[src/core/srr_defines.svh]
// Constants for the status reporting registers: bit positions, reset values, characters.
// Assumes it is included by bare name from files that need these figures.
`ifndef SRR_DEFINES_SVH
`define SRR_DEFINES_SVH

// ----------------------------------------------------------------------------
// Widths and reset values
// ----------------------------------------------------------------------------
`define SRR_BYTE_W          8
`define SRR_RESET_BYTE      8'h00
`define SRR_RSP_CHARS       4

// ----------------------------------------------------------------------------
// Event status latch bit positions
// ----------------------------------------------------------------------------
`define SRR_BIT_POWER_ON    7
`define SRR_BIT_CMD_ERR     5
`define SRR_BIT_EXEC_ERR    4
`define SRR_BIT_OUT_LOSS    2
`define SRR_BIT_OP_DONE     0

// ----------------------------------------------------------------------------
// Summary status byte bit positions
// ----------------------------------------------------------------------------
`define SRR_BIT_REQ_SERVICE 6
`define SRR_BIT_EVT_SUMMARY 5
`define SRR_BIT_MSG_AVAIL   4

// ----------------------------------------------------------------------------
// Characters and digit arithmetic
// ----------------------------------------------------------------------------
`define SRR_LINE_TERMINATOR 8'h0a
`define SRR_ASCII_ZERO      8'h30
`define SRR_CHAR_NONE       8'h00
`define SRR_DIGIT_BASE      8'h0a
`define SRR_HUNDRED         8'h64
`define SRR_OP_DONE_VALUE   8'h01

`endif

[src/core/srr_pkg.sv]
// Types shared by the status reporting registers and their formatter.
// Assumes the command parser outside hands over already decoded commands.
package srr_pkg;

    // ------------------------------------------------------------------------
    // Decoded host commands
    // ------------------------------------------------------------------------
    typedef enum logic [3:0] {
        SRR_OP_EVT_MASK_WR,
        SRR_OP_EVT_MASK_RD,
        SRR_OP_EVT_LATCH_RD,
        SRR_OP_DONE_CMD,
        SRR_OP_DONE_RD,
        SRR_OP_SRQ_MASK_WR,
        SRR_OP_SRQ_MASK_RD,
        SRR_OP_STATUS_RD,
        SRR_OP_SELF_TEST_RD,
        SRR_OP_CLEAR_STATUS
    } srr_op_t;

    typedef struct packed {
        logic       valid;
        srr_op_t    op;
        logic [7:0] value;
    } srr_cmd_t;

    typedef struct packed {
        logic cmd_error;
        logic exec_error;
        logic output_loss;
    } srr_evt_t;

    typedef struct packed {
        logic       valid;
        logic [7:0] data;
    } srr_rsp_t;

endpackage : srr_pkg

[src/core/srr_evt_latch.sv]
// Sticky event bits: each set input latches its bit until a clear.
// Assumes set and clear pulses come from logic on the same clock.
`timescale 1ns/1ps
module srr_evt_latch #(
    parameter int W = 8
) (
    input  wire logic         i_sys_clk,
    input  wire logic         i_reset_n,
    input  wire logic         i_clk_en,
    input  wire logic [W-1:0] i_set,
    input  wire logic         i_clear,
    output logic      [W-1:0] o_bits
);

    logic [W-1:0] bits_q;

    // A set in the clearing cycle survives, so no event is lost to a read.
    always_ff @(posedge i_sys_clk or negedge i_reset_n) begin
        if (!i_reset_n) begin
            bits_q <= '0;
        end else if (i_clk_en) begin
            bits_q <= (bits_q & ~{W{i_clear}}) | i_set;
        end
    end

    assign o_bits = bits_q;

endmodule : srr_evt_latch

[src/core/srr_dec_fmt.sv]
// Turns one byte into decimal characters followed by the line terminator.
// Assumes a single start at a time; starts while busy are ignored.
`timescale 1ns/1ps
`include "srr_defines.svh"
module srr_dec_fmt #(
    parameter int N = `SRR_RSP_CHARS
) (
    input  wire logic       i_sys_clk,
    input  wire logic       i_reset_n,
    input  wire logic       i_clk_en,
    input  wire logic       i_start,
    input  wire logic [7:0] i_value,
    input  wire logic       i_flush,
    input  wire logic       i_ready,
    output logic            o_valid,
    output logic      [7:0] o_char
);

    logic [7:0] chars_q [N];
    logic [2:0] left_q;
    logic       valid_q;

    function automatic logic [7:0] to_ascii(input logic [7:0] d);
        return `SRR_ASCII_ZERO + d;
    endfunction : to_ascii

    logic [7:0] hund;
    logic [7:0] tens;
    logic [7:0] ones;
    assign hund = i_value / `SRR_HUNDRED;
    assign tens = (i_value / `SRR_DIGIT_BASE) % `SRR_DIGIT_BASE;
    assign ones = i_value % `SRR_DIGIT_BASE;

    // ------------------------------------------------------------------------
    // Character shifter
    // ------------------------------------------------------------------------
    // Leading zeros are suppressed; a zero value still gives one digit.
    always_ff @(posedge i_sys_clk or negedge i_reset_n) begin
        if (!i_reset_n) begin
            for (int i = 0; i < N; i++) chars_q[i] <= `SRR_CHAR_NONE;
            left_q  <= 3'd0;
            valid_q <= 1'b0;
        end else if (i_clk_en) begin
            if (i_flush) begin
                left_q  <= 3'd0;
                valid_q <= 1'b0;
            end else if (i_start && !valid_q) begin
                valid_q <= 1'b1;
                if (hund != 8'h00) begin
                    chars_q[0] <= to_ascii(hund);
                    chars_q[1] <= to_ascii(tens);
                    chars_q[2] <= to_ascii(ones);
                    chars_q[3] <= `SRR_LINE_TERMINATOR;
                    left_q     <= 3'd4;
                end else if (tens != 8'h00) begin
                    chars_q[0] <= to_ascii(tens);
                    chars_q[1] <= to_ascii(ones);
                    chars_q[2] <= `SRR_LINE_TERMINATOR;
                    left_q     <= 3'd3;
                end else begin
                    chars_q[0] <= to_ascii(ones);
                    chars_q[1] <= `SRR_LINE_TERMINATOR;
                    left_q     <= 3'd2;
                end
            end else if (valid_q && i_ready) begin
                for (int i = 0; i < N - 1; i++) chars_q[i] <= chars_q[i+1];
                chars_q[N-1] <= `SRR_CHAR_NONE;
                left_q       <= left_q - 3'd1;
                valid_q      <= (left_q > 3'd1);
            end
        end
    end

    assign o_valid = valid_q;
    assign o_char  = chars_q[0];

endmodule : srr_dec_fmt

[src/core/srr_status_regs.sv]
// Status reporting registers of the remote command interface.
// Assumes a parser on the same clock hands over decoded commands and takes
// response characters one at a time with valid and ready.
`timescale 1ns/1ps
`include "srr_defines.svh"
module srr_status_regs (
    input  wire logic              i_sys_clk,
    input  wire logic              i_reset_n,
    input  wire logic              i_clk_en,
    input  wire srr_pkg::srr_cmd_t i_cmd,
    output logic                   o_cmd_ready,
    input  wire srr_pkg::srr_evt_t i_events,
    input  wire logic              i_ops_pending,
    input  wire logic              i_queue_busy,
    input  wire logic              i_test_pass,
    output srr_pkg::srr_rsp_t      o_rsp,
    input  wire logic              i_rsp_ready,
    output logic             [7:0] o_status_byte,
    output logic             [7:0] o_event_status,
    output logic                   o_request_service,
    output logic                   o_flush_output
);

    // ------------------------------------------------------------------------
    // Stored state
    // ------------------------------------------------------------------------
    logic [7:0] event_enable_mask_q;
    logic [7:0] service_request_mask_q;
    logic       power_on_seen_q;
    logic       done_cmd_pend_q;
    logic       done_qry_pend_q;
    logic       ready_q;
    logic [7:0] status_q;
    logic [7:0] latch_view_q;
    logic       req_q;
    logic       flush_q;

    logic [7:0] event_status_latch;
    logic [7:0] summary_status_byte;
    logic [7:0] latch_set;
    logic       latch_clear;
    logic       take;
    logic       fmt_start;
    logic [7:0] fmt_value;
    logic       fmt_valid;
    logic [7:0] fmt_char;
    logic       done_fire;
    logic       clear_cmd;
    logic       event_summary_bit;
    logic       message_available;
    logic       request_service;

    // Command strobes, each high only in the cycle its command is taken.
    logic       wr_event_mask;
    logic       wr_service_mask;
    logic       latch_read;
    logic       done_cmd_take;
    logic       done_qry_take;

    assign take      = i_cmd.valid && ready_q;
    // Decoding once here keeps the op compares out of the register blocks;
    // a taken op without a strobe of its own leaves all of them low.
    always_comb begin
        clear_cmd       = 1'b0;
        wr_event_mask   = 1'b0;
        wr_service_mask = 1'b0;
        latch_read      = 1'b0;
        done_cmd_take   = 1'b0;
        done_qry_take   = 1'b0;

        if (take) begin
            case (i_cmd.op)
                srr_pkg::SRR_OP_CLEAR_STATUS: clear_cmd       = 1'b1;
                srr_pkg::SRR_OP_EVT_MASK_WR:  wr_event_mask   = 1'b1;
                srr_pkg::SRR_OP_SRQ_MASK_WR:  wr_service_mask = 1'b1;
                srr_pkg::SRR_OP_EVT_LATCH_RD: latch_read      = 1'b1;
                srr_pkg::SRR_OP_DONE_CMD:     done_cmd_take   = 1'b1;
                srr_pkg::SRR_OP_DONE_RD:      done_qry_take   = 1'b1;
                default: begin
                end
            endcase
        end
    end

    // ------------------------------------------------------------------------
    // Event latch
    // ------------------------------------------------------------------------
    // Only the five defined positions have set terms, so the rest stay zero.
    always_comb begin
        latch_set                        = `SRR_RESET_BYTE;
        latch_set[`SRR_BIT_POWER_ON]     = !power_on_seen_q;
        latch_set[`SRR_BIT_CMD_ERR]      = i_events.cmd_error;
        latch_set[`SRR_BIT_EXEC_ERR]     = i_events.exec_error;
        latch_set[`SRR_BIT_OUT_LOSS]     = i_events.output_loss;
        latch_set[`SRR_BIT_OP_DONE]      = done_fire;
    end

    // The read clears in the same cycle that the formatter captures the value.
    assign latch_clear = clear_cmd
                       || latch_read;

    srr_evt_latch #(
        .W (`SRR_BYTE_W)
    ) u_latch (
        .i_sys_clk (i_sys_clk),
        .i_reset_n (i_reset_n),
        .i_clk_en  (i_clk_en),
        .i_set     (latch_set),
        .i_clear   (latch_clear),
        .o_bits    (event_status_latch)
    );

    // The power-on event is raised once, in the first enabled cycle after reset.
    always_ff @(posedge i_sys_clk or negedge i_reset_n) begin
        if (!i_reset_n) begin
            power_on_seen_q <= 1'b0;
        end else if (i_clk_en) begin
            power_on_seen_q <= 1'b1;
        end
    end

    // ------------------------------------------------------------------------
    // Mask registers
    // ------------------------------------------------------------------------
    always_ff @(posedge i_sys_clk or negedge i_reset_n) begin
        if (!i_reset_n) begin
            event_enable_mask_q <= `SRR_RESET_BYTE;
        end else if (i_clk_en && wr_event_mask) begin
            event_enable_mask_q <= i_cmd.value;
        end
    end

    always_ff @(posedge i_sys_clk or negedge i_reset_n) begin
        if (!i_reset_n) begin
            service_request_mask_q <= `SRR_RESET_BYTE;
        end else if (i_clk_en && wr_service_mask) begin
            service_request_mask_q <= i_cmd.value;
        end
    end

    // ------------------------------------------------------------------------
    // Summary status byte
    // ------------------------------------------------------------------------
    // A response still in the formatter is itself a queued message.
    assign event_summary_bit = |(event_status_latch & event_enable_mask_q);
    assign message_available = i_queue_busy || fmt_valid;

    always_comb begin
        summary_status_byte                       = `SRR_RESET_BYTE;
        summary_status_byte[`SRR_BIT_EVT_SUMMARY] = event_summary_bit;
        summary_status_byte[`SRR_BIT_MSG_AVAIL]   = message_available;
        request_service = |(summary_status_byte & service_request_mask_q);
        summary_status_byte[`SRR_BIT_REQ_SERVICE] = request_service;
    end

    always_ff @(posedge i_sys_clk or negedge i_reset_n) begin
        if (!i_reset_n) begin
            status_q     <= `SRR_RESET_BYTE;
            latch_view_q <= `SRR_RESET_BYTE;
            req_q        <= 1'b0;
        end else if (i_clk_en) begin
            status_q     <= summary_status_byte;
            latch_view_q <= event_status_latch;
            req_q        <= request_service;
        end
    end

    // ------------------------------------------------------------------------
    // Operation-complete tracking
    // ------------------------------------------------------------------------
    // Completion is reported only when the formatter is free and no command is
    // being taken, so two producers never start the formatter together.
    assign done_fire = (done_cmd_pend_q || done_qry_pend_q) && !i_ops_pending
                     && !fmt_valid && !take;

    always_ff @(posedge i_sys_clk or negedge i_reset_n) begin
        if (!i_reset_n) begin
            done_cmd_pend_q <= 1'b0;
        end else if (i_clk_en) begin
            if (clear_cmd || done_fire) begin
                done_cmd_pend_q <= 1'b0;
            end else if (done_cmd_take) begin
                done_cmd_pend_q <= 1'b1;
            end
        end
    end

    always_ff @(posedge i_sys_clk or negedge i_reset_n) begin
        if (!i_reset_n) begin
            done_qry_pend_q <= 1'b0;
        end else if (i_clk_en) begin
            if (done_fire) begin
                done_qry_pend_q <= 1'b0;
            end else if (done_qry_take) begin
                done_qry_pend_q <= 1'b1;
            end
        end
    end

    // ------------------------------------------------------------------------
    // Command acceptance
    // ------------------------------------------------------------------------
    // Ready drops for at least one cycle after every accepted command; this costs a
    // bubble but lets the formatter state settle before the next decision.
    always_ff @(posedge i_sys_clk or negedge i_reset_n) begin
        if (!i_reset_n) begin
            ready_q <= 1'b0;
        end else if (i_clk_en) begin
            ready_q <= !take && !fmt_valid && !done_fire && !done_qry_pend_q;
        end
    end

    always_ff @(posedge i_sys_clk or negedge i_reset_n) begin
        if (!i_reset_n) begin
            flush_q <= 1'b0;
        end else if (i_clk_en) begin
            flush_q <= clear_cmd;
        end
    end

    // ------------------------------------------------------------------------
    // Response selection
    // ------------------------------------------------------------------------
    always_comb begin
        fmt_start = 1'b0;
        fmt_value = `SRR_RESET_BYTE;
        if (done_fire) begin
            fmt_start = 1'b1;
            fmt_value = `SRR_OP_DONE_VALUE;
        end else if (take) begin
            case (i_cmd.op)
                srr_pkg::SRR_OP_EVT_MASK_RD: begin
                    fmt_start = 1'b1;
                    fmt_value = event_enable_mask_q;
                end
                srr_pkg::SRR_OP_EVT_LATCH_RD: begin
                    fmt_start = 1'b1;
                    fmt_value = event_status_latch;
                end
                srr_pkg::SRR_OP_SRQ_MASK_RD: begin
                    fmt_start = 1'b1;
                    fmt_value = service_request_mask_q;
                end
                srr_pkg::SRR_OP_STATUS_RD: begin
                    fmt_start = 1'b1;
                    fmt_value = summary_status_byte;
                end
                srr_pkg::SRR_OP_SELF_TEST_RD: begin
                    fmt_start = 1'b1;
                    fmt_value = {7'h00, i_test_pass};
                end
                default: begin
                    fmt_start = 1'b0;
                end
            endcase
        end
    end

    srr_dec_fmt #(
        .N (`SRR_RSP_CHARS)
    ) u_fmt (
        .i_sys_clk (i_sys_clk),
        .i_reset_n (i_reset_n),
        .i_clk_en  (i_clk_en),
        .i_start   (fmt_start),
        .i_value   (fmt_value),
        .i_flush   (clear_cmd),
        .i_ready   (i_rsp_ready),
        .o_valid   (fmt_valid),
        .o_char    (fmt_char)
    );

    assign o_cmd_ready       = ready_q;
    assign o_rsp             = '{valid: fmt_valid, data: fmt_char};
    assign o_status_byte     = status_q;
    assign o_event_status    = latch_view_q;
    assign o_request_service = req_q;
    assign o_flush_output    = flush_q;

endmodule : srr_status_regs

[config.mk]
export PLATFORM = sky130hd
export DESIGN_NAME = srr_status_regs
export DESIGN_NICKNAME = d
export VERILOG_FILES = /design/src/core/srr_pkg.sv /design/src/core/srr_evt_latch.sv /design/src/core/srr_dec_fmt.sv /design/src/core/srr_status_regs.sv
export VERILOG_INCLUDE_DIRS = /design/src /design/src/core
export SDC_FILE = /design/constraint.sdc
export NUM_CORES = 1
export LEC_CHECK = 0
export BUFFER_PORTS_ARGS = -buffer_cell sky130_fd_sc_hd__buf_4
export CAP_MARGIN = 20
export CORE_UTILIZATION = 35
export DETAILED_ROUTE_END_ITERATION = 6
export SYNTH_ARGS = -nofsm -noshare
export SYNTH_HDL_FRONTEND = slang
export SYNTH_SLANG_ARGS = --single-unit
[constraint.sdc]
create_clock -name i_sys_clk -period 15.75 [get_ports i_sys_clk]
set_input_delay 1.575 -clock i_sys_clk [delete_from_list [all_inputs] [get_ports i_sys_clk]]
set_output_delay 1.575 -clock i_sys_clk [all_outputs]
set_load 0.02 [all_outputs]
==> impl_metrics.env <==
export IMPL_maxCapViolCount=0
export IMPL_startpoint_type="primary input"
export IMPL_crit_path_max_incr_delay_ns=0.72
export IMPL_vdd_drop_max_mv=0.0825
export IMPL_cts_hold_buffers=0
export IMPL_dp_hpwl_um=10500
export IMPL_reg2regPathDepth=26
export IMPL_synthTopCellsByArea="dfrtp_1, mux2_2, nor2_1, a21oi_1, ha_1"
export IMPL_final_seq_area_um2=1730
export IMPL_final_cell_mix="dfrtp_1, nor2_1, buf_4"
export IMPL_synth_xor_area_share_pct=2.46
export IMPL_final_period_utilization_pct=50.4
export IMPL_synth_top_family_by_area="compound AO/OA/AOI/OAI gates"
export IMPL_hold_ws_ns=0.456
export IMPL_required_ns=15.96
export IMPL_io_buffer_count=45
export IMPL_antenna_found_initial=0
export IMPL_die_h_um=126
export IMPL_rrSetupSlack_ns=8.81
export IMPL_htreeDepth=3
export IMPL_path_buf_inv=4
export IMPL_clockRootBuffer="clkbuf_16"
export IMPL_nFillCells=1427
export IMPL_hold_viol=0
export IMPL_status="finished, violations left"
export IMPL_wirelength_um=14300
export IMPL_cp_top_family="compound AO/OA/AOI/OAI gates"
export IMPL_route_detailed_drc=1
export IMPL_coreArea_um2=14700
export IMPL_nets=670
export IMPL_multiInputGateArea_um2=3270
export IMPL_relSlewSlack_pct=33.2
export IMPL_fin_skew_ns=0.0102
export IMPL_dieArea_um2=15800
export IMPL_arrival_ns=8.15
export IMPL_clkTransAtPathRegs_ns=0.06
export IMPL_layout_commonest_cell="dfrtp_1"
export IMPL_grt_pass1_wl_um=23900
export IMPL_via_per_inst=5.82
export IMPL_cts_tree="yes"
export IMPL_grt_pass1_vias=4610
export IMPL_initial_utilization_pct=36.3
export IMPL_leakage_nw=2.49
export IMPL_critPathMaxFanout=21
export IMPL_worst_pin_slew_ns=0.992
export IMPL_placed_area_um2=5670
export IMPL_setup_tns_ns=0
export IMPL_synth_warning_count=0
export IMPL_synthArstFlopShare_pct=100
export IMPL_drt_wirelength_per_cell_um=17.4
export IMPL_track_usage_pct=18.8
export IMPL_area_delta_synth_final_pct=13.0
export IMPL_utilization_pct=41.0
export IMPL_max_clock_freq_ghz=0.126
export IMPL_clk_latency_ns=0.34
export IMPL_layout_drive_gt1_share_pct=20.8
export IMPL_cp_depth=27
export IMPL_tritoncts_num_buffers=9
export IMPL_cp_end_kind="flop"
export IMPL_routabilityCongestion=0.867
export IMPL_synth_edf_count=0
export IMPL_cts_resized=0
export IMPL_synth_seq_cells=69
export IMPL_clock_sinks=69
export IMPL_rsz0062_at_grt="false"
export IMPL_synth_top_area_share_pct=32.3
export IMPL_dr_pass1_iters=7
export IMPL_slowest_stage="nor4_4"
export IMPL_clock_path_buffers=2
export IMPL_finalPower_w=0.000708
export IMPL_grt_max_degree=70
export IMPL_report_final_setup_viol=0
export IMPL_die_w_um=126
export IMPL_synth_cell_type_count=91
export IMPL_antenna_cells=0
export IMPL_violations="design-rule violations"
export IMPL_netlist_area_um2=5340
export IMPL_endpoint="u_fmt.chars_q[11]"
export IMPL_ios=51
export IMPL_fin_area_um2=6030
export IMPL_synthCells=610
export IMPL_synth_compound_area_share_pct=24.9
export IMPL_path_class="primary input to flop"
export IMPL_yosys_area_top_type="dfrtp_1"
export IMPL_min_period_ns=7.94
export IMPL_synth_adder_area_share_pct=4.38
export IMPL_grt_ovfl_total=0
export IMPL_post_cts_buffers=0
export IMPL_power_density_nw_per_um2=117
export IMPL_vias=4769
export IMPL_r2r_end="u_fmt.chars_q[11]"
export IMPL_ant_nets=0
export IMPL_synth_seq_area_share_pct=32.3
export IMPL_hold_depth=1
export IMPL_min_path_type="flop to flop"
export IMPL_avgSynthCellArea_um2=8.75
export IMPL_drt_initial_drc_count=372
export IMPL_fp_row_count=44
export IMPL_synth_simple_area_share_pct=20.9
export IMPL_critPathLaunch="i_cmd[8]"
export IMPL_yosys_most_used_dff="dfrtp_1"
export IMPL_reg2reg_from="o_cmd_ready"
export IMPL_cp_common_cell="ha_1"
export IMPL_synthMuxAreaShare_pct=8.34
export IMPL_maxSlewViolCount=0
-- layout make-up --
cell class	instances	share of cell area, %
Timing Repair Buffer	50	6.31
Tap cell	184	3.82
Clock buffer	9	3.73
Clock inverter	7	1.74
Multi-Input combinational cell	477	54.3
Sequential cell	69	28.6
Inverter	23	1.51
-- routing by layer --
layer / GRT usage [%] / vias to the layer above / wire length, um / share of wire [%]
met5: 0 / - / 0 / 0
met4: 5.67 / 0 / 272 / 1.9
met3: 3.12 / 20 / 691 / 4.8
met2: 31.1 / 154 / 6820 / 48
met1: 25.1 / 2336 / 6500 / 46
li1: - / 2259 / - / -
-- where the power goes --
part	total, W	switching [W]	internal [W]
Clock	0.000227	0.0000857	0.000141
Sequential	0.000268	0.0000406	0.000228
Combinational	0.000213	0.000120	0.0000930
Total	0.000708	0.000246	0.000462
-- flip-flops by register name, summed over array words and instances (netlist names), 2 cells and up --
name and flops:
u_fmt.o_char 8, o_status_byte 2, o_event_status 8, service_request_mask_q 8, u_fmt.chars_q 17, u_latch.o_bits 8, event_enable_mask_q 8, u_fmt.left_q 3
-- through the flow --
stage                     worst slack (ns)  std cells
final                                 7.81        819
after global routing                  7.31        819
after CTS                             7.17        816
after detailed placement              6.89        800
after global placement                7.23        800
after floorplan                       8.96        614
-- synth_stat cells (all sizes together) (5+ instances only) --
library cell and instances:
dfrtp 69, nor2 66, a21oi 49, nand2 45, o21ai 43, mux2 32, buf 28, inv 23
clkbuf 17, ha 17, nand3 16, a22o 14, and2 12, nor3 12, nand3b 11, xnor2 11
a211oi 8, a22oi 8, a31oi 7, mux2i 7, o211ai 7, o21a 7, or3 7, nand2b 6
nor2b 6, or2 6, a21boi 5, a221oi 5
-- cell families after synthesis --
| logic type | after synthesis |
|---|---|
| adder cells (fa/ha/maj) | 19 |
| flip-flops | 69 |
| AND/OR/NAND/NOR | 211 |
| multiplexers | 39 |
| buffers and inverters | 68 |
| other | 1 |
| XOR/XNOR | 15 |
| AO/OA/AOI/OAI | 188 |
-- worst min-delay path by stage --
stage	slack (ns)	to	from
6_report	0.46	u_latch.o_bits[7]	power_on_seen_q
5_1_grt	0.48	u_latch.o_bits[7]	power_on_seen_q
4_1_cts	0.45	u_latch.o_bits[7]	power_on_seen_q
3_5_place_dp	0.43	u_latch.o_bits[7]	power_on_seen_q
3_3_place_gp	0.43	u_latch.o_bits[7]	power_on_seen_q
2_1_floorplan	0.42	u_latch.o_bits[7]	power_on_seen_q
(Power assumes the default switching activity.)
